<file path="config.mk">
export PLATFORM = sky130hd
export DESIGN_NAME = switch_fault_config_serial_port
export DESIGN_NICKNAME = d
export VERILOG_FILES = /design/src/verilog/sfc_pkg.sv /design/src/verilog/pin_sync.sv /design/src/verilog/chan_cfg_decode.sv /design/src/verilog/switch_fault_config_serial_port.sv
export VERILOG_INCLUDE_DIRS = /design/src /design/src/verilog
export SDC_FILE = /design/constraint.sdc
export NUM_CORES = 1
export LEC_CHECK = 0
export BUFFER_PORTS_ARGS = -buffer_cell sky130_fd_sc_hd__buf_2
export CORE_MARGIN = 2
export CORE_UTILIZATION = 35
export CTS_CLUSTER_DIAMETER = 80
export CTS_CLUSTER_SIZE = 10
export DETAILED_ROUTE_END_ITERATION = 10
export SKIP_LAST_GASP = 1
export SLEW_MARGIN = 15
export SYNTH_ARGS = -nofsm -noshare
export SYNTH_HDL_FRONTEND = slang
export SYNTH_SLANG_ARGS = --single-unit
</file>
<file path="constraint.sdc">
create_clock -name mclk -period 2.2 [get_ports mclk]
set_input_delay 0 -clock mclk [delete_from_list [all_inputs] [get_ports mclk]]
set_output_delay 0 -clock mclk [all_outputs]
set_load 0.005 [all_outputs]
</file>
<file path="src/verilog/sfc_defines.svh">
// Purpose: Named constants of the switch configuration serial port.
// Assumes: Included by its bare name wherever a field or code is needed.
// Notes:   Definitions only.
`ifndef SFC_DEFINES_SVH
`define SFC_DEFINES_SVH

// ----------------------------------------------------------------------
// Frame layout
// ----------------------------------------------------------------------
`define WORD_W          16
`define CNT_W           4
`define WDIN_BIT        15
`define SEL_HI          14
`define SEL_LO          13
`define ADDR_HI         12
`define ADDR_LO         10
`define DATA_HI         8
`define SOA_HI          4
`define NORMAL_MODE     1'b1
`define SEL_ZERO        2'h0

// ----------------------------------------------------------------------
// Register addresses and read-back codes
// ----------------------------------------------------------------------
`define ADDR_STATUS     3'h0
`define ADDR_FAULT_MGMT 3'h3
`define ADDR_OVERCUR    3'h4
`define ADDR_GLOBAL     3'h5
`define ADDR_CALIB      3'h7
`define CFG_RESET       9'h000
`define FM_WRITE_MASK   9'h07f
`define GC_WRITE_MASK   9'h1fd

// ----------------------------------------------------------------------
// Field positions
// ----------------------------------------------------------------------
`define FM_RETRY_UNLIM  6
`define FM_RETRY_DIS    5
`define FM_SHORT_OFF    4
`define FM_OLON_OFF     3
`define FM_OLOFF_OFF    2
`define FM_LED_SEL      1
`define FM_RATIO        0
`define OC_DISCHARGE    8
`define OC_COOL_HI      7
`define OC_COOL_LO      6
`define OC_INRUSH_HI    5
`define OC_INRUSH_LO    4
`define OC_SWAP         3
`define OC_STEADY_HI    2
`define OC_STEADY_LO    1
`define OC_MODE         0
`define GC_SUPPLY_FAIL  8
`define GC_PULSE_EN     7
`define GC_CLK_SEL      6
`define GC_TEMP         5
`define GC_MIRROR       4
`define GC_CH_HI        3
`define GC_CH_LO        2
`define GC_OV_OFF       0

`endif

</file>
<file path="src/verilog/sfc_pkg.sv">
// Purpose: Types shared by the switch configuration serial port.
// Assumes: Constants come from sfc_defines.svh.
// Notes:   Decoded settings travel as packed structs.
package sfc_pkg;

  // ----------------------------------------------------------------------
  // Setting encodings
  // ----------------------------------------------------------------------
  typedef enum logic [1:0] {COOL_MEDIUM, COOL_SLOW, COOL_FAST} cool_speed_e;
  typedef enum logic [1:0] {INRUSH_SLOW, INRUSH_FAST, INRUSH_MEDIUM, INRUSH_VERY_SLOW} inrush_speed_e;
  typedef enum logic [1:0] {STEADY_L1, STEADY_L2, STEADY_L3, STEADY_L4} steady_level_e;
  typedef enum logic [1:0] {OLON_BULB, OLON_LED, OLON_OFF} on_openload_e;
  typedef enum logic [1:0] {PCLK_NONE, PCLK_EXT, PCLK_INT} pulse_clock_e;
  typedef enum logic [1:0] {FB_HIZ, FB_MIRROR, FB_TEMP} feedback_e;

  // ----------------------------------------------------------------------
  // Carriers
  // ----------------------------------------------------------------------
  typedef struct packed {
    logic          retry_counter_off;
    logic          retry_off;
    logic          supply_short_protect_off;
    logic          off_state_openload_off;
    on_openload_e  on_openload;
    logic          sense_ratio_high;
    logic          discharge_profile;
    cool_speed_e   cooling_speed;
    inrush_speed_e inrush_speed;
    logic          high_level_swap;
    steady_level_e steady_limit;
    logic          overcurrent_mode_sel;
  } chan_cfg_s;

  typedef struct packed {
    logic         supply_fail_detect_en;
    logic         pulse_module_en;
    pulse_clock_e pulse_clock;
    feedback_e    feedback;
    logic [1:0]   mirror_channel;
    logic         overvoltage_protect_off;
  } glob_cfg_s;

  typedef struct packed {
    logic [3:0] direct_in;
    logic       sclk;
    logic       cs_b;
    logic       si;
  } pins_s;

  typedef struct packed {
    logic             cs_b;
    logic             sclk;
    logic [15:0]      in_sr;
    logic [15:0]      out_sr;
    logic [3:0]       bit_cnt;
    logic             got_bits;
    logic             so_oe;
    logic             so_d;
    logic [3:0][8:0]  fault_mgmt;
    logic [3:0][8:0]  overcurrent;
    logic [8:0]       global_cfg;
    logic [4:0]       readback_sel;
    logic             wdin_last;
    logic             rearm;
    logic             cal_strobe;
    logic [8:0]       cal_data;
  } state_s;

endpackage : sfc_pkg

</file>
<file path="src/verilog/pin_sync.sv">
// Purpose: Two-stage synchroniser for pins from outside the mclk domain.
// Assumes: Inputs are slow levels or a serial clock well below mclk.
// Notes:   First stage feeds only the second stage.
`timescale 1ns/100ps
`default_nettype none

module pin_sync #(
  parameter int WIDTH = 1
) (
  // Clock and reset
  input  wire logic             mclk,
  input  wire logic             rst_b,
  // Pins and synchronised copy
  input  wire logic [WIDTH-1:0] async_in,
  output logic      [WIDTH-1:0] sync_out
);

  logic [WIDTH-1:0] meta_reg;

  // Both stages reset low; a high pin shows after two edges
  always_ff @(posedge mclk or negedge rst_b) begin
    if (!rst_b) begin
      meta_reg <= '0;
      sync_out <= '0;
    end else begin
      meta_reg <= async_in;
      sync_out <= meta_reg;
    end
  end

endmodule : pin_sync

`default_nettype wire

</file>
<file path="src/verilog/chan_cfg_decode.sv">
// Purpose: Turns one output's two configuration words into settings.
// Assumes: Words come straight from the register file.
// Notes:   Purely combinational.
`timescale 1ns/100ps
`default_nettype none
`include "sfc_defines.svh"

module chan_cfg_decode
  import sfc_pkg::*;
(
  // Stored words
  input  wire logic [8:0] fault_mgmt,
  input  wire logic [8:0] overcurrent,
  // Decoded settings
  output chan_cfg_s       cfg
);

  // Field decode of both words
  always_comb begin
    cfg = '0;
    cfg.retry_counter_off        = fault_mgmt[`FM_RETRY_UNLIM];
    cfg.retry_off                = fault_mgmt[`FM_RETRY_DIS];
    cfg.supply_short_protect_off = fault_mgmt[`FM_SHORT_OFF];
    cfg.off_state_openload_off   = fault_mgmt[`FM_OLOFF_OFF];
    // Disable wins over the threshold choice
    if (fault_mgmt[`FM_OLON_OFF])
      cfg.on_openload = OLON_OFF;
    else if (fault_mgmt[`FM_LED_SEL])
      cfg.on_openload = OLON_LED;
    else
      cfg.on_openload = OLON_BULB;
    cfg.sense_ratio_high  = fault_mgmt[`FM_RATIO];
    cfg.discharge_profile = overcurrent[`OC_DISCHARGE];
    unique case (overcurrent[`OC_COOL_HI:`OC_COOL_LO])
      2'h1:    cfg.cooling_speed = COOL_SLOW;
      2'h2:    cfg.cooling_speed = COOL_FAST;
      default: cfg.cooling_speed = COOL_MEDIUM;
    endcase
    unique case (overcurrent[`OC_INRUSH_HI:`OC_INRUSH_LO])
      2'h0: cfg.inrush_speed = INRUSH_SLOW;
      2'h1: cfg.inrush_speed = INRUSH_FAST;
      2'h2: cfg.inrush_speed = INRUSH_MEDIUM;
      2'h3: cfg.inrush_speed = INRUSH_VERY_SLOW;
    endcase
    cfg.high_level_swap = overcurrent[`OC_SWAP];
    unique case (overcurrent[`OC_STEADY_HI:`OC_STEADY_LO])
      2'h0: cfg.steady_limit = STEADY_L2;
      2'h1: cfg.steady_limit = STEADY_L3;
      2'h2: cfg.steady_limit = STEADY_L4;
      2'h3: cfg.steady_limit = STEADY_L1;
    endcase
    cfg.overcurrent_mode_sel = overcurrent[`OC_MODE];
  end

endmodule : chan_cfg_decode

`default_nettype wire

</file>
<file path="src/verilog/switch_fault_config_serial_port.sv">
// Purpose: Serial-port register logic of a four-output protected switch.
// Assumes: Host drives 16-bit words, SI sampled on sclk rising, SO moves on falling.
// Notes:   Pins are sampled by mclk; sclk must stay well below mclk / 4.
`timescale 1ns/100ps
`default_nettype none
`include "sfc_defines.svh"

// Functional notes
// - Per-output writes go only to the output picked by D14:D13.
// - Unlimited-retry bit set disables that output's retry counter.
// - Retry-disable bit set stops automatic retry on that output.
// - D4 disables supply-short protection, D2 disables off-state open-load.
// - D3 disables on-state open-load; else D1 picks LED or bulb threshold.
// - D0 picks high or low current-sense ratio for that output.
// - Overcurrent D8 selects discharge-lamp profile over bulb profile.
// - Cooling speed: 00 medium, 01 slow, 10 fast, 11 medium.
// - Inrush speed: 00 slow, 01 fast, 10 medium, 11 very slow.
// - D3 swaps in second high level during first overcurrent window.
// - Steady limit: 00 level two, 01 three, 10 four, 11 one.
// - D0 chooses inrush-only or inrush plus cooling management.
// - Global D8 enables fail-safe entry on logic supply failure.
// - Global D7 drives outputs from pulse registers, ignoring direct inputs.
// - With pulse module on, D6 picks internal or input-zero clock.
// - Feedback: 00 hi-Z, D4 mirrors output D3:D2, 10 temperature.
// - Global D0 set disables overvoltage protection.
// - Chip select fall loads output word, shifted out MSB first.
// - After 16 bits, received input bits are echoed for daisy chains.
// - Chip select rise tri-states SO; only whole-word frames are latched and re-arm faults.
// - Latest status write selects returned content and output until replaced.
// - An invalid frame leaves returned status unchanged.
// - D12:D10 address; D14:D13 select output, zero for global and calibration.
module switch_fault_config_serial_port
  import sfc_pkg::*;
(
  // Clock and reset
  input  wire logic              mclk,
  input  wire logic              rst_b,
  // Serial port pins
  input  wire logic              sclk,
  input  wire logic              cs_b,
  input  wire logic              si,
  output logic                   so_out,
  output logic                   so_oe,
  // Direct control inputs and pulse-module drive
  input  wire logic [3:0]        direct_in,
  input  wire logic [3:0]        pulse_drive,
  output logic      [3:0]        switch_cmd,
  // Fault status from the protection logic
  input  wire logic [3:0][7:0]   fault_status,
  input  wire logic              power_on_seen,
  output logic                   fault_rearm,
  // Calibration register write
  output logic                   cal_strobe,
  output logic      [8:0]        cal_data,
  // Decoded settings
  output chan_cfg_s [3:0]        chan_cfg,
  output glob_cfg_s              glob_cfg,
  output logic                   analog_feedback_pin_oe,
  output logic                   pulse_ref_from_input_zero
);

  // ----------------------------------------------------------------------
  // Pin sampling
  // ----------------------------------------------------------------------
  pins_s  pins_raw;
  pins_s  pins;
  state_s state_reg;
  state_s state_next;

  // Every pin is asynchronous to mclk
  assign pins_raw.direct_in = direct_in;
  assign pins_raw.sclk      = sclk;
  assign pins_raw.cs_b      = cs_b;
  assign pins_raw.si        = si;

  pin_sync #(
    .WIDTH ($bits(pins_s))
  ) u_pin_sync (
    .mclk     (mclk),
    .rst_b    (rst_b),
    .async_in (pins_raw),
    .sync_out (pins)
  );

  // ----------------------------------------------------------------------
  // Helpers
  // ----------------------------------------------------------------------

  // Word returned in the next frame, built when chip select falls
  function automatic logic [15:0] return_word(input state_s s,
                                              input logic [3:0][7:0] flt,
                                              input logic por);
    logic [8:0] content;
    logic [1:0] ch;
    content = '0;
    ch      = s.readback_sel[`SOA_HI:`SOA_HI-1];
    unique case (s.readback_sel[2:0])
      `ADDR_STATUS:     content = {por, flt[ch]};
      `ADDR_FAULT_MGMT: content = s.fault_mgmt[ch];
      `ADDR_OVERCUR:    content = s.overcurrent[ch];
      `ADDR_GLOBAL:     content = s.global_cfg;
      default:          content = '0;
    endcase
    return_word = {s.wdin_last, s.readback_sel, `NORMAL_MODE, content};
  endfunction : return_word

  // Frame is whole words only; an empty frame carries nothing
  function automatic logic frame_valid(input state_s s);
    frame_valid = s.got_bits && (s.bit_cnt == '0);
  endfunction : frame_valid

  // ----------------------------------------------------------------------
  // Next-state logic
  // ----------------------------------------------------------------------
  logic       cs_fall;
  logic       cs_rise;
  logic       sclk_rise;
  logic       sclk_fall;
  logic [2:0] addr;
  logic [1:0] sel;
  logic [8:0] wdata;

  // Edges compare the synchronised copy with its last value
  assign cs_fall   = state_reg.cs_b && !pins.cs_b;
  assign cs_rise   = !state_reg.cs_b && pins.cs_b;
  assign sclk_rise = !pins.cs_b && !state_reg.sclk && pins.sclk;
  assign sclk_fall = !pins.cs_b && state_reg.sclk && !pins.sclk;

  // Fields of the word just received
  assign addr  = state_reg.in_sr[`ADDR_HI:`ADDR_LO];
  assign sel   = state_reg.in_sr[`SEL_HI:`SEL_LO];
  assign wdata = state_reg.in_sr[`DATA_HI:0];

  always_comb begin
    state_next            = state_reg;
    state_next.cs_b       = pins.cs_b;
    state_next.sclk       = pins.sclk;
    state_next.rearm      = 1'b0;
    state_next.cal_strobe = 1'b0;

    // Frame opens: capture the return word, drive its MSB at once
    if (cs_fall) begin
      state_next.out_sr   = return_word(state_reg, fault_status, power_on_seen);
      state_next.so_d     = state_next.out_sr[`WORD_W-1];
      state_next.so_oe    = 1'b1;
      state_next.bit_cnt  = '0;
      state_next.got_bits = 1'b0;
    end

    // Input side: one bit per sclk rise
    if (sclk_rise) begin
      state_next.in_sr    = {state_reg.in_sr[`WORD_W-2:0], pins.si};
      state_next.bit_cnt  = state_reg.bit_cnt + 1'b1;
      state_next.got_bits = 1'b1;
    end

    // Output side: the received stream follows the first 16 bits out
    if (sclk_fall) begin
      state_next.out_sr = {state_reg.out_sr[`WORD_W-2:0], state_reg.in_sr[0]};
      state_next.so_d   = state_reg.out_sr[`WORD_W-2];
    end

    // Frame closes: hi-Z first, then latch only whole words
    if (cs_rise) begin
      state_next.so_oe = 1'b0;
      if (frame_valid(state_reg)) begin
        state_next.rearm     = 1'b1;
        state_next.wdin_last = state_reg.in_sr[`WDIN_BIT];
        unique case (addr)
          `ADDR_STATUS:
            state_next.readback_sel = state_reg.in_sr[`SOA_HI:0];
          `ADDR_FAULT_MGMT:
            state_next.fault_mgmt[sel] = wdata & `FM_WRITE_MASK;
          `ADDR_OVERCUR:
            state_next.overcurrent[sel] = wdata;
          `ADDR_GLOBAL:
            if (sel == `SEL_ZERO)
              state_next.global_cfg = wdata & `GC_WRITE_MASK;
          `ADDR_CALIB:
            if (sel == `SEL_ZERO) begin
              state_next.cal_strobe = 1'b1;
              state_next.cal_data   = wdata;
            end
          default: ;
        endcase
      end
      // A frame that is not a multiple of 16 bits falls through here untouched
    end

    // Closed frame keeps SO off whatever else happened
    if (pins.cs_b && !cs_rise)
      state_next.so_oe = 1'b0;
  end

  // ----------------------------------------------------------------------
  // State register
  // ----------------------------------------------------------------------

  // Edge history resets low like the synchroniser, so no false select follows reset
  always_ff @(posedge mclk or negedge rst_b) begin
    if (!rst_b) begin
      state_reg              <= '0;
      state_reg.fault_mgmt   <= {4{`CFG_RESET}};
      state_reg.overcurrent  <= {4{`CFG_RESET}};
      state_reg.global_cfg   <= `CFG_RESET;
    end else begin
      state_reg <= state_next;
    end
  end

  // ----------------------------------------------------------------------
  // Serial output and strobes
  // ----------------------------------------------------------------------
  assign so_out      = state_reg.so_d;
  assign so_oe       = state_reg.so_oe;
  assign fault_rearm = state_reg.rearm;
  assign cal_strobe  = state_reg.cal_strobe;
  assign cal_data    = state_reg.cal_data;

  // ----------------------------------------------------------------------
  // Per-output settings
  // ----------------------------------------------------------------------
  for (genvar ch = 0; ch < 4; ch++) begin : g_chan
    chan_cfg_decode u_decode (
      .fault_mgmt  (state_reg.fault_mgmt[ch]),
      .overcurrent (state_reg.overcurrent[ch]),
      .cfg         (chan_cfg[ch])
    );
  end

  // ----------------------------------------------------------------------
  // Global settings
  // ----------------------------------------------------------------------
  logic [8:0] global_configuration;
  assign global_configuration = state_reg.global_cfg;

  // Field decode; clock choice is moot while the module is off
  always_comb begin
    glob_cfg = '0;
    glob_cfg.supply_fail_detect_en   = global_configuration[`GC_SUPPLY_FAIL];
    glob_cfg.pulse_module_en         = global_configuration[`GC_PULSE_EN];
    if (!global_configuration[`GC_PULSE_EN])
      glob_cfg.pulse_clock = PCLK_NONE;
    else if (global_configuration[`GC_CLK_SEL])
      glob_cfg.pulse_clock = PCLK_INT;
    else
      glob_cfg.pulse_clock = PCLK_EXT;
    // Mirror wins over temperature when both are set
    if (global_configuration[`GC_MIRROR])
      glob_cfg.feedback = FB_MIRROR;
    else if (global_configuration[`GC_TEMP])
      glob_cfg.feedback = FB_TEMP;
    else
      glob_cfg.feedback = FB_HIZ;
    glob_cfg.mirror_channel          = global_configuration[`GC_CH_HI:`GC_CH_LO];
    glob_cfg.overvoltage_protect_off = global_configuration[`GC_OV_OFF];
  end

  // Feedback pin driven only when something is reported
  assign analog_feedback_pin_oe    = (glob_cfg.feedback != FB_HIZ);
  assign pulse_ref_from_input_zero = (glob_cfg.pulse_clock == PCLK_EXT);

  // Pulse module overrides the direct inputs completely
  assign switch_cmd = global_configuration[`GC_PULSE_EN] ? pulse_drive : pins.direct_in;

endmodule : switch_fault_config_serial_port

`default_nettype wire

</file>
==> results of run 1 <==
-- Yosys cell counts (10+ instances only) --
| master | count | area share (%) |
|---|---|---|
| a21oi_1 | 19 | 1.3 |
| a22o_1 | 10 | 1.2 |
| buf_4 | 56 | 5.8 |
| clkbuf_1 | 25 | 1.3 |
| dfrtp_1 | 143 | 50 |
| ha_1 | 10 | 1.7 |
| inv_1 | 12 | 0.63 |
| mux2_2 | 95 | 15 |
| mux4_2 | 16 | 5.0 |
| nand2_1 | 68 | 3.5 |
| nor2_1 | 14 | 0.73 |
| nor2b_1 | 16 | 1.4 |
-- cells in the final DEF (no fill, tap or decap), types with 4 or more instances in the layout --
cell           count
nor2b_1           16
or2_2              5
clkbuf_8           4
dlygate4sd3_1      8
mux2_2            95
o21ai_0            7
inv_1             12
and3_1             6
dfrtp_1          142
a22o_1            10
buf_2            136
nor2_1            14
mux4_1             8
clkbuf_16         17
nand2_1           68
mux4_2            16
o21ai_1            4
buf_4             18
nor3b_1            4
a21oi_1           19
ha_1              10
a31oi_1            7
-- worst max-delay path, cell delays in order, from the launching register on --
cell and delay, ps:
dfrtp_1 390, inv_1 80, ha_1 170, and4bb_1 220, and2_2 280, buf_4 200
nand3b_1 230, mux2_2 370
-- final cells by class --
class	instances	area (um2)
fillers	1886	11800
inverters	12	45.0
multi-input cells	324	2930
flip-flops and latches	143	3580
repair buffers	165	947
clock inverters	8	80.1
clock buffers	24	492
well taps	270	338
-- routing by layer --
layer  wire (um)  part of all wire (%)
met1        7730                    43
met2        8870                    49
met3        1020                   5.6
met4         399                   2.2
met5           0                     0
-- stage by stage --
| step | utilization, % | setup WS (ps) | hold slack, ps | area [um2] |
|---|---|---|---|---|
| after global placement | 38.3 | 180 | -20.5 | 7750 |
| after floorplan | - | 375 | -296 | 7190 |
| final | 41.6 | 136 | 81.4 | 8410 |
| after detailed placement | 38.3 | 113 | -11.3 | 7750 |
| after CTS | 41.5 | 102 | 75.7 | 8400 |
| after global routing | 41.6 | 17.9 | 96.3 | 8410 |
-- worst paths after layout --
| path | startpoint | endpoint | slack, ps |
|---|---|---|---|
| setup / recovery | state_reg[102] | state_reg[16] | 140 |
| hold / removal | rst_b | cal_data[5] | 80 |
| setup reg to reg | state_reg[102] | state_reg[16] | 140 |
| hold reg to reg | u_pin_sync.meta_reg[2] | u_pin_sync.sync_out[2] | 350 |
| max in group asynchronous | rst_b | state_reg[60] | 1280 |
| min in group mclk | power_on_seen | state_reg[113] | 80 |
-- power by group through the flow --
stage | sequential, W | clock (W) | combinational, W
2_1_floorplan | 0.00294 | 0 | 0.000947
3_3_place_gp | 0.00314 | 0 | 0.00106
3_5_place_dp | 0.00315 | 0 | 0.00109
4_1_cts | 0.00310 | 0.00280 | 0.00111
5_1_grt | 0.00314 | 0.00294 | 0.00121
6_report | 0.00310 | 0.00277 | 0.00109
-- repair_timing --
item	in CTS	in global routing
endpoints found under the hold margin	74	0
setup endpoints to repair	0	6
resized for setup	0	2
hold buffers	8	0
-- kinds of logic (layout without fill, tap and decap cells) --
logic type | count (synthesis) | count (layout) | synth area share, %
buffers and inverters | 106 | 209 | 9.77
adder cells (fa/ha/maj) | 10 | 10 | 1.74
multiplexers | 119 | 119 | 22.8
flip-flops | 143 | 143 | 49.7
AO/OA/AOI/OAI | 55 | 55 | 4.75
AND/OR/NAND/NOR | 140 | 140 | 11.2
==> results.toml, run 1 <==
[synthesis]
ys_seq_area_share_pct = 49.7
synth-main-ff-cell = "dfrtp_1"
ys_ff_latch = 143
ys.warnings.count = 0
synth_edf_count = 0
async_flop_share_pct = 100
synth_cell_types = 47
syn_area_um2 = 7190
syn_avg_cell_area_um2 = 12.6
syn_nets = 629
syn_inst = 573

[floorplanning]
die_y_um = 147
initial_core_util_pct = 35.6
io_pins = 138
die_w_um = 147
num_rows = 52
core_area_um2 = 20200
dieArea_um2 = 21700

[sta]
period_needed_ps = 2060
timing.slew.headroom_pct = 37.6
finClkSkew_ps = 13.1
worst_slew_pin_slew_ps = 929
setup_violations = 0
rsz0062_at_grt = "false"
timing.fmax_ghz = 0.485
hold_viol_final = 0
maxSlewViolCount = 0
tns_ps = 0
fin_crit_sh_pct = 93.8

[final_layout]
layout.nets = 719
largest_reg_flops = 103
drive_gt1_share_pct = 47.0
antennaDiodeCount = 0
instances_no_fill = 946
syn2layout_area_growth_pct = 16.9

[pwr]
p_int_w = 0.00500
pwr-share-seq_pct = 44.6
clockPowerShare_pct = 39.7
p_per_area_nw_per_um2 = 828
swShare_pct = 28.2
combPwrFrac_pct = 15.7
ir_drop_mv = 0.527
p_leak_nw = 4.40
power_w = 0.00697
switching_power_w = 0.00196

[cts]
postCtsSetupBuffers = 0
cts_sinks = 143
htree_num_levels = 4
cts-buffers-inserted = 17
cts_tree = "built"
clkTransAtPathRegs_ps = 60
cts_root_buffer = "clkbuf_16"
cts_max_path_buffers = 2
clk_latency_ps = 430

[grt]
first_global_vias = 4991
grt_use_met2_pct = 28.7
grt_pass1_wl_mm = 28.9
use_met3_pct = 4.07
grt_usage_pct = 17.5
gr-max-usage-layer = "met2"
grt-ovfl-total = 0
grt_max_degree = 59
grtUsageMet1_pct = 22.7
antenna_found_initial = 0

[placement]
portBuffers = 137
dp_hpwl_mm = 12.9
place.gp.congestion = 0.825
dp.cells = 906

[drt]
firstDrtPassIters = 5
ant_nets = 0
wire_per_inst_um = 19.0
wirelength_mm = 18.0
vias = 4690
drt_iter0_markers = 299
drc = 0
viasPerCell = 4.96

[worst_setup_path]
setup.worst_path.end_class = "flop"
worstPathArrival_ps = 2360
critPathKind = "reg2reg"
worstPathRequired_ps = 2500
rr_worst_depth = 7
critPathMaxFanout = 7
cp-start-kind = "flop"

[job]
cap_violations = 0

[hold_path]
hold_class = "in2async"

[outcome]
status = "finished clean"
Note: power is estimated with default switching activity, not from simulation.
==> run 2, diff against run 1 <==
--- a/config.mk
+++ b/config.mk
@@ -6,7 +6,7 @@
 export SDC_FILE = /design/constraint.sdc
 export NUM_CORES = 1
 export LEC_CHECK = 0
-export BUFFER_PORTS_ARGS = -buffer_cell sky130_fd_sc_hd__buf_2
+export BUFFER_PORTS_ARGS = -buffer_cell sky130_fd_sc_hd__buf_4
 export CORE_MARGIN = 2
 export CORE_UTILIZATION = 35
 export CTS_CLUSTER_DIAMETER = 80
==> results.toml, run 2 (synthesized netlist as in run 1, its figures left out) <==
[outcome]
status = "finished clean"

[pwr]
pwr-share-seq_pct = 43.1
p_int_w = 0.00520
swShare_pct = 27.9
ir_drop_mv = 0.606
p_per_area_nw_per_um2 = 821
p_leak_nw = 4.46
combPwrFrac_pct = 15.7
switching_power_w = 0.00201
clockPowerShare_pct = 41.2

[sta]
worst_slew_pin_slew_ps = 975
finClkSkew_ps = 6.70
timing.slew.headroom_pct = 34.5
maxSlewViolCount = 0
fin_crit_sh_pct = 95.1
setup_violations = 0
period_needed_ps = 2090
tns_ps = 0
timing.fmax_ghz = 0.478
fin_ws_ps = 108
timing.hold.ws_ps = 76.8
hold_viol_final = 0
rsz0062_at_grt = "false"

[worst_setup_path]
critPathMaxFanout = 7
rr_worst_depth = 7
cp-start-kind = "flop"
setup.worst_path.end_class = "flop"
critPathKind = "reg2reg"
worstPathRequired_ps = 2510
worstPathArrival_ps = 2400

[cts]
postCtsSetupBuffers = 0
htree_num_levels = 4
cts_tree = "built"
cts_max_path_buffers = 2
clk_latency_ps = 430
cts_sinks = 143
cts-buffers-inserted = 17
cts_root_buffer = "clkbuf_16"
clkTransAtPathRegs_ps = 60

[grt]
grtUsageMet1_pct = 22.5
antenna_found_initial = 0
grt-ovfl-total = 0
grt_use_met2_pct = 28.3
use_met3_pct = 3.83
grt_usage_pct = 17.1
first_global_vias = 4872
grt_pass1_wl_mm = 28.2
gr-max-usage-layer = "met2"
grt_max_degree = 59

[drt]
wire_per_inst_um = 19.1
drt_iter0_markers = 344
wirelength_mm = 18.1
vias = 4687
ant_nets = 0
viasPerCell = 4.95
drc = 0
firstDrtPassIters = 5

[final_layout]
layout_common_cells = "154 x buf_4, 142 x dfrtp_1, 95 x mux2_2, 68 x nand2_1, 19 x a21oi_1"
largest_reg_flops = 103
multi_input_area_um2 = 2920
final_common_cell = "buf_4"
antennaDiodeCount = 0
layout.nets = 719
syn2layout_area_growth_pct = 22.1
drive_gt1_share_pct = 47.5
nFillCells = 1852
seqCellArea_um2 = 3580

[floorplanning]
initial_core_util_pct = 35.6
io_pins = 138
die_w_um = 147
core_area_um2 = 20200
num_rows = 52
die_y_um = 147
dieArea_um2 = 21700

[placement]
portBuffers = 137
place_ws_ps = 126
dp_hpwl_mm = 13.0
place.gp.congestion = 0.813

[job]
cap_violations = 0

[hold_path]
hold_class = "in2async"
## run 2: what timing repair did
item	in CTS	in global routing
gates resized for setup	0	1
hold buffers	8	0
endpoints found under the hold margin	110	0
setup endpoints to repair	0	3
## run 2: worst paths after layout
path	to	from	slack, ps
min in group mclk	state_reg[113]	power_on_seen	90
max in group asynchronous	state_reg[51]	rst_b	1280
hold reg to reg	u_pin_sync.sync_out[3]	u_pin_sync.meta_reg[3]	350
setup reg to reg	state_reg[63]	state_reg[101]	110
setup / recovery	state_reg[63]	state_reg[101]	110
hold / removal	cal_data[5]	rst_b	80
## run 2: critical path, stage by stage, from the launching register on
cell	delay [ps]
dfrtp_2	440
inv_1	70
ha_1	130
and4bb_1	230
and2_2	280
buf_4	210
nand3_2	250
mux2_2	370
## run 2: cell type report
class | count | area share (%)
clock buffers | 19 | 5.16
clock inverters | 13 | 1.82
inverters | 12 | 0.513
well taps | 270 | 3.85
multi-input cells | 324 | 33.3
repair buffers | 165 | 14.7
flip-flops and latches | 143 | 40.7
## run 2: metrics by stage
step	power [W]	cell area [um2]	std cells	utilization, %
2_1_floorplan	0.00389	7190	573	-
3_3_place_gp	0.00424	8090	906	40.0
3_5_place_dp	0.00428	8090	906	40.0
4_1_cts	0.00728	8780	946	43.4
5_1_grt	0.00751	8790	946	43.4
6_report	0.00721	8790	946	43.4
## run 2: power groups by stage
| stage | clock, W | sequential, W | combinational [W] |
|---|---|---|---|
| after global placement | 0 | 0.00314 | 0.00110 |
| final | 0.00297 | 0.00311 | 0.00113 |
| after CTS | 0.00303 | 0.00310 | 0.00114 |
| after floorplan | 0 | 0.00294 | 0.000947 |
| after detailed placement | 0 | 0.00315 | 0.00113 |
| after global routing | 0.00314 | 0.00314 | 0.00123 |
## run 2: routing by layer
layer / up-vias / wire (um)
li1: 2137 / -
met2: 140 / 8940
met1: 2387 / 7820
met5: - / 0
met3: 23 / 932
met4: 0 / 363
==> run 3, diff against run 2 <==
--- a/config.mk
+++ b/config.mk
@@ -6,6 +6,7 @@
 export SDC_FILE = /design/constraint.sdc
 export NUM_CORES = 1
 export LEC_CHECK = 0
+export ABC_AREA = 1
 export BUFFER_PORTS_ARGS = -buffer_cell sky130_fd_sc_hd__buf_4
 export CORE_MARGIN = 2
 export CORE_UTILIZATION = 35
==> results.toml, run 3 <==
[outcome]
status = "finished clean"

[synthesis]
synth_area_leaders = "dfrtp_1 49%, nand2_1 14%, inv_1 5.7%"
ys_ff_latch = 143
syn_avg_cell_area_um2 = 8.00
async_flop_share_pct = 100
synth-xor-area-share_pct = 0.239
synthMuxAreaShare_pct = 0
syn_inst = 917
synth_cell_types = 35
yosysTopAreaCellShare_pct = 48.8
synth_compound_area_share_pct = 11.0
syn_area_um2 = 7330
yosys.area_share.adder_pct = 1.71
synth-main-ff-cell = "dfrtp_1"
syn_nets = 973
yosysMostFrequentCell = "nand2_1"
ys_seq_area_share_pct = 48.8
synthSimpleGateAreaFrac_pct = 23.5
synth_commonest_cells = "280 x nand2_1, 143 x dfrtp_1, 112 x inv_1"
synth_top_family_by_area = "simple AND/OR/NAND/NOR gates"
ys.warnings.count = 0
synth_edf_count = 0
synth_top_area_cell = "dfrtp_1"

[sta]
fin_crit_sh_pct = 76.9
timing.fmax_ghz = 0.591
period_needed_ps = 1690
hold_viol_final = 0
finClkSkew_ps = 6.35
maxSlewViolCount = 0
timing.slew.headroom_pct = 47.0
rsz0062_at_grt = "false"
tns_ps = 0
worst_slew_pin_slew_ps = 795
timing.hold.ws_ps = 26.7
setup_violations = 0

[cts]
cts_max_path_buffers = 2
cts-buffers-inserted = 17
cts_root_buffer = "clkbuf_16"
clkTransAtPathRegs_ps = 60
cts.hold.buffers_added = 9
htree_num_levels = 4
cts_tree = "built"
cts_resized = 0
cts_sinks = 143
clk_latency_ps = 420
postCtsSetupBuffers = 0

[placement]
portBuffers = 137
place.gp.congestion = 0.814
dp_hpwl_mm = 14.1

[pwr]
p_leak_nw = 4.47
p_per_area_nw_per_um2 = 850
ir_drop_mv = 0.549

[drt]
drc = 0
ant_nets = 0
firstDrtPassIters = 6
vias = 6044
viasPerCell = 4.73
drt_iter0_markers = 326
wire_per_inst_um = 15.4
wirelength_mm = 19.7

[grt]
grt_pass1_wl_mm = 31.4
first_global_vias = 5866
antenna_found_initial = 0
grt_max_degree = 74
grt-ovfl-total = 0
grt_usage_pct = 18.4

[final_layout]
layout.nets = 1052
layout_common_cells = "280 x nand2_1, 149 x buf_4, 142 x dfrtp_1, 112 x inv_1, 75 x o21ai_1"
largest_reg_flops = 103
antennaDiodeCount = 0
syn2layout_area_growth_pct = 21.5
drive_gt1_share_pct = 22.0
nFillCells = 2103
final_common_cell = "nand2_1"

[worst_setup_path]
critPathKind = "reg2reg"
cp-start-kind = "flop"
worstPathRequired_ps = 2470
critPathMaxFanout = 14
worstPathArrival_ps = 1970
setup.worst_path.end_class = "flop"

[floorplanning]
die_y_um = 149
dieArea_um2 = 22100
num_rows = 52
die_w_um = 149
initial_core_util_pct = 35.9
core_area_um2 = 20400
io_pins = 138

[job]
cap_violations = 0

[hold_path]
hold_class = "in2reg"
## run 3: report_power, final
| part | total (W) | internal [W] | switching (W) |
|---|---|---|---|
| registers | 0.00294 | 0.00283 | 0.000110 |
| clock network | 0.00299 | 0.00190 | 0.00110 |
| logic | 0.00164 | 0.000522 | 0.00112 |
| total | 0.00758 | 0.00525 | 0.00233 |
## run 3: per-layer routing
metal,track usage [%],up-vias,wire (um)
li1,-,2983,-
met2,28.5,192,8670
met4,7.52,0,438
met5,0,-,0
met1,25.6,2835,9230
met3,3.43,34,1340
## run 3: final cells by class
type                    instances  area (um2)  area share, %
clock buffers                  22         484           5.43
clock inverters                 9         133           1.49
inverters                     118         445           5.00
multi-input cells             555        2670           30.0
flip-flops and latches        143        3580           40.2
well taps                     270         338           3.79
repair buffers                161        1260           14.1
## run 3: worst paths after layout
check	from	end	slack [ps]	depth (start not counted)
max in group asynchronous	rst_b	cal_data[1]	1290	3
min in group asynchronous	rst_b	state_reg[64]	170	2
setup / recovery	state_reg[101]	state_reg[82]	510	7
hold / removal	fault_status[31]	state_reg[112]	30	7
hold reg to reg	u_pin_sync.meta_reg[3]	u_pin_sync.sync_out[3]	350	0
setup reg to reg	state_reg[101]	state_reg[82]	510	7
## run 3: per-stage QoR
step           cell area (um2)  total power [W]  utilization [%]  cells  setup WS (ps)
6_report                  8910          0.00758             43.6   1278            509
2_1_floorplan             7330          0.00403                -    917            699
5_1_grt                   8910          0.00798             43.6   1278            323
3_5_place_dp              8200          0.00463             40.2   1238            501
3_3_place_gp              8200          0.00460             40.2   1238            559
4_1_cts                   8910          0.00764             43.6   1278            484
## run 3: logic make-up (layout without fill, tap and decap cells)
group / after synthesis / after routing
DFF: 143 / 143
xor gates and xnor gates: 2 / 2
adders and majority gates: 10 / 10
buffers and inverters: 219 / 310
AOI/OAI and AO/OA: 145 / 145
and+or+nand+nor: 398 / 398
## run 3: worst max-delay path, cell delays in order, from the launching register on
cell	delay, ps
dfrtp_1	400
inv_1	90
ha_1	210
nand3_1	90
nor2_1	180
nand2_1	330
nand2_1	160
o21ai_1	80
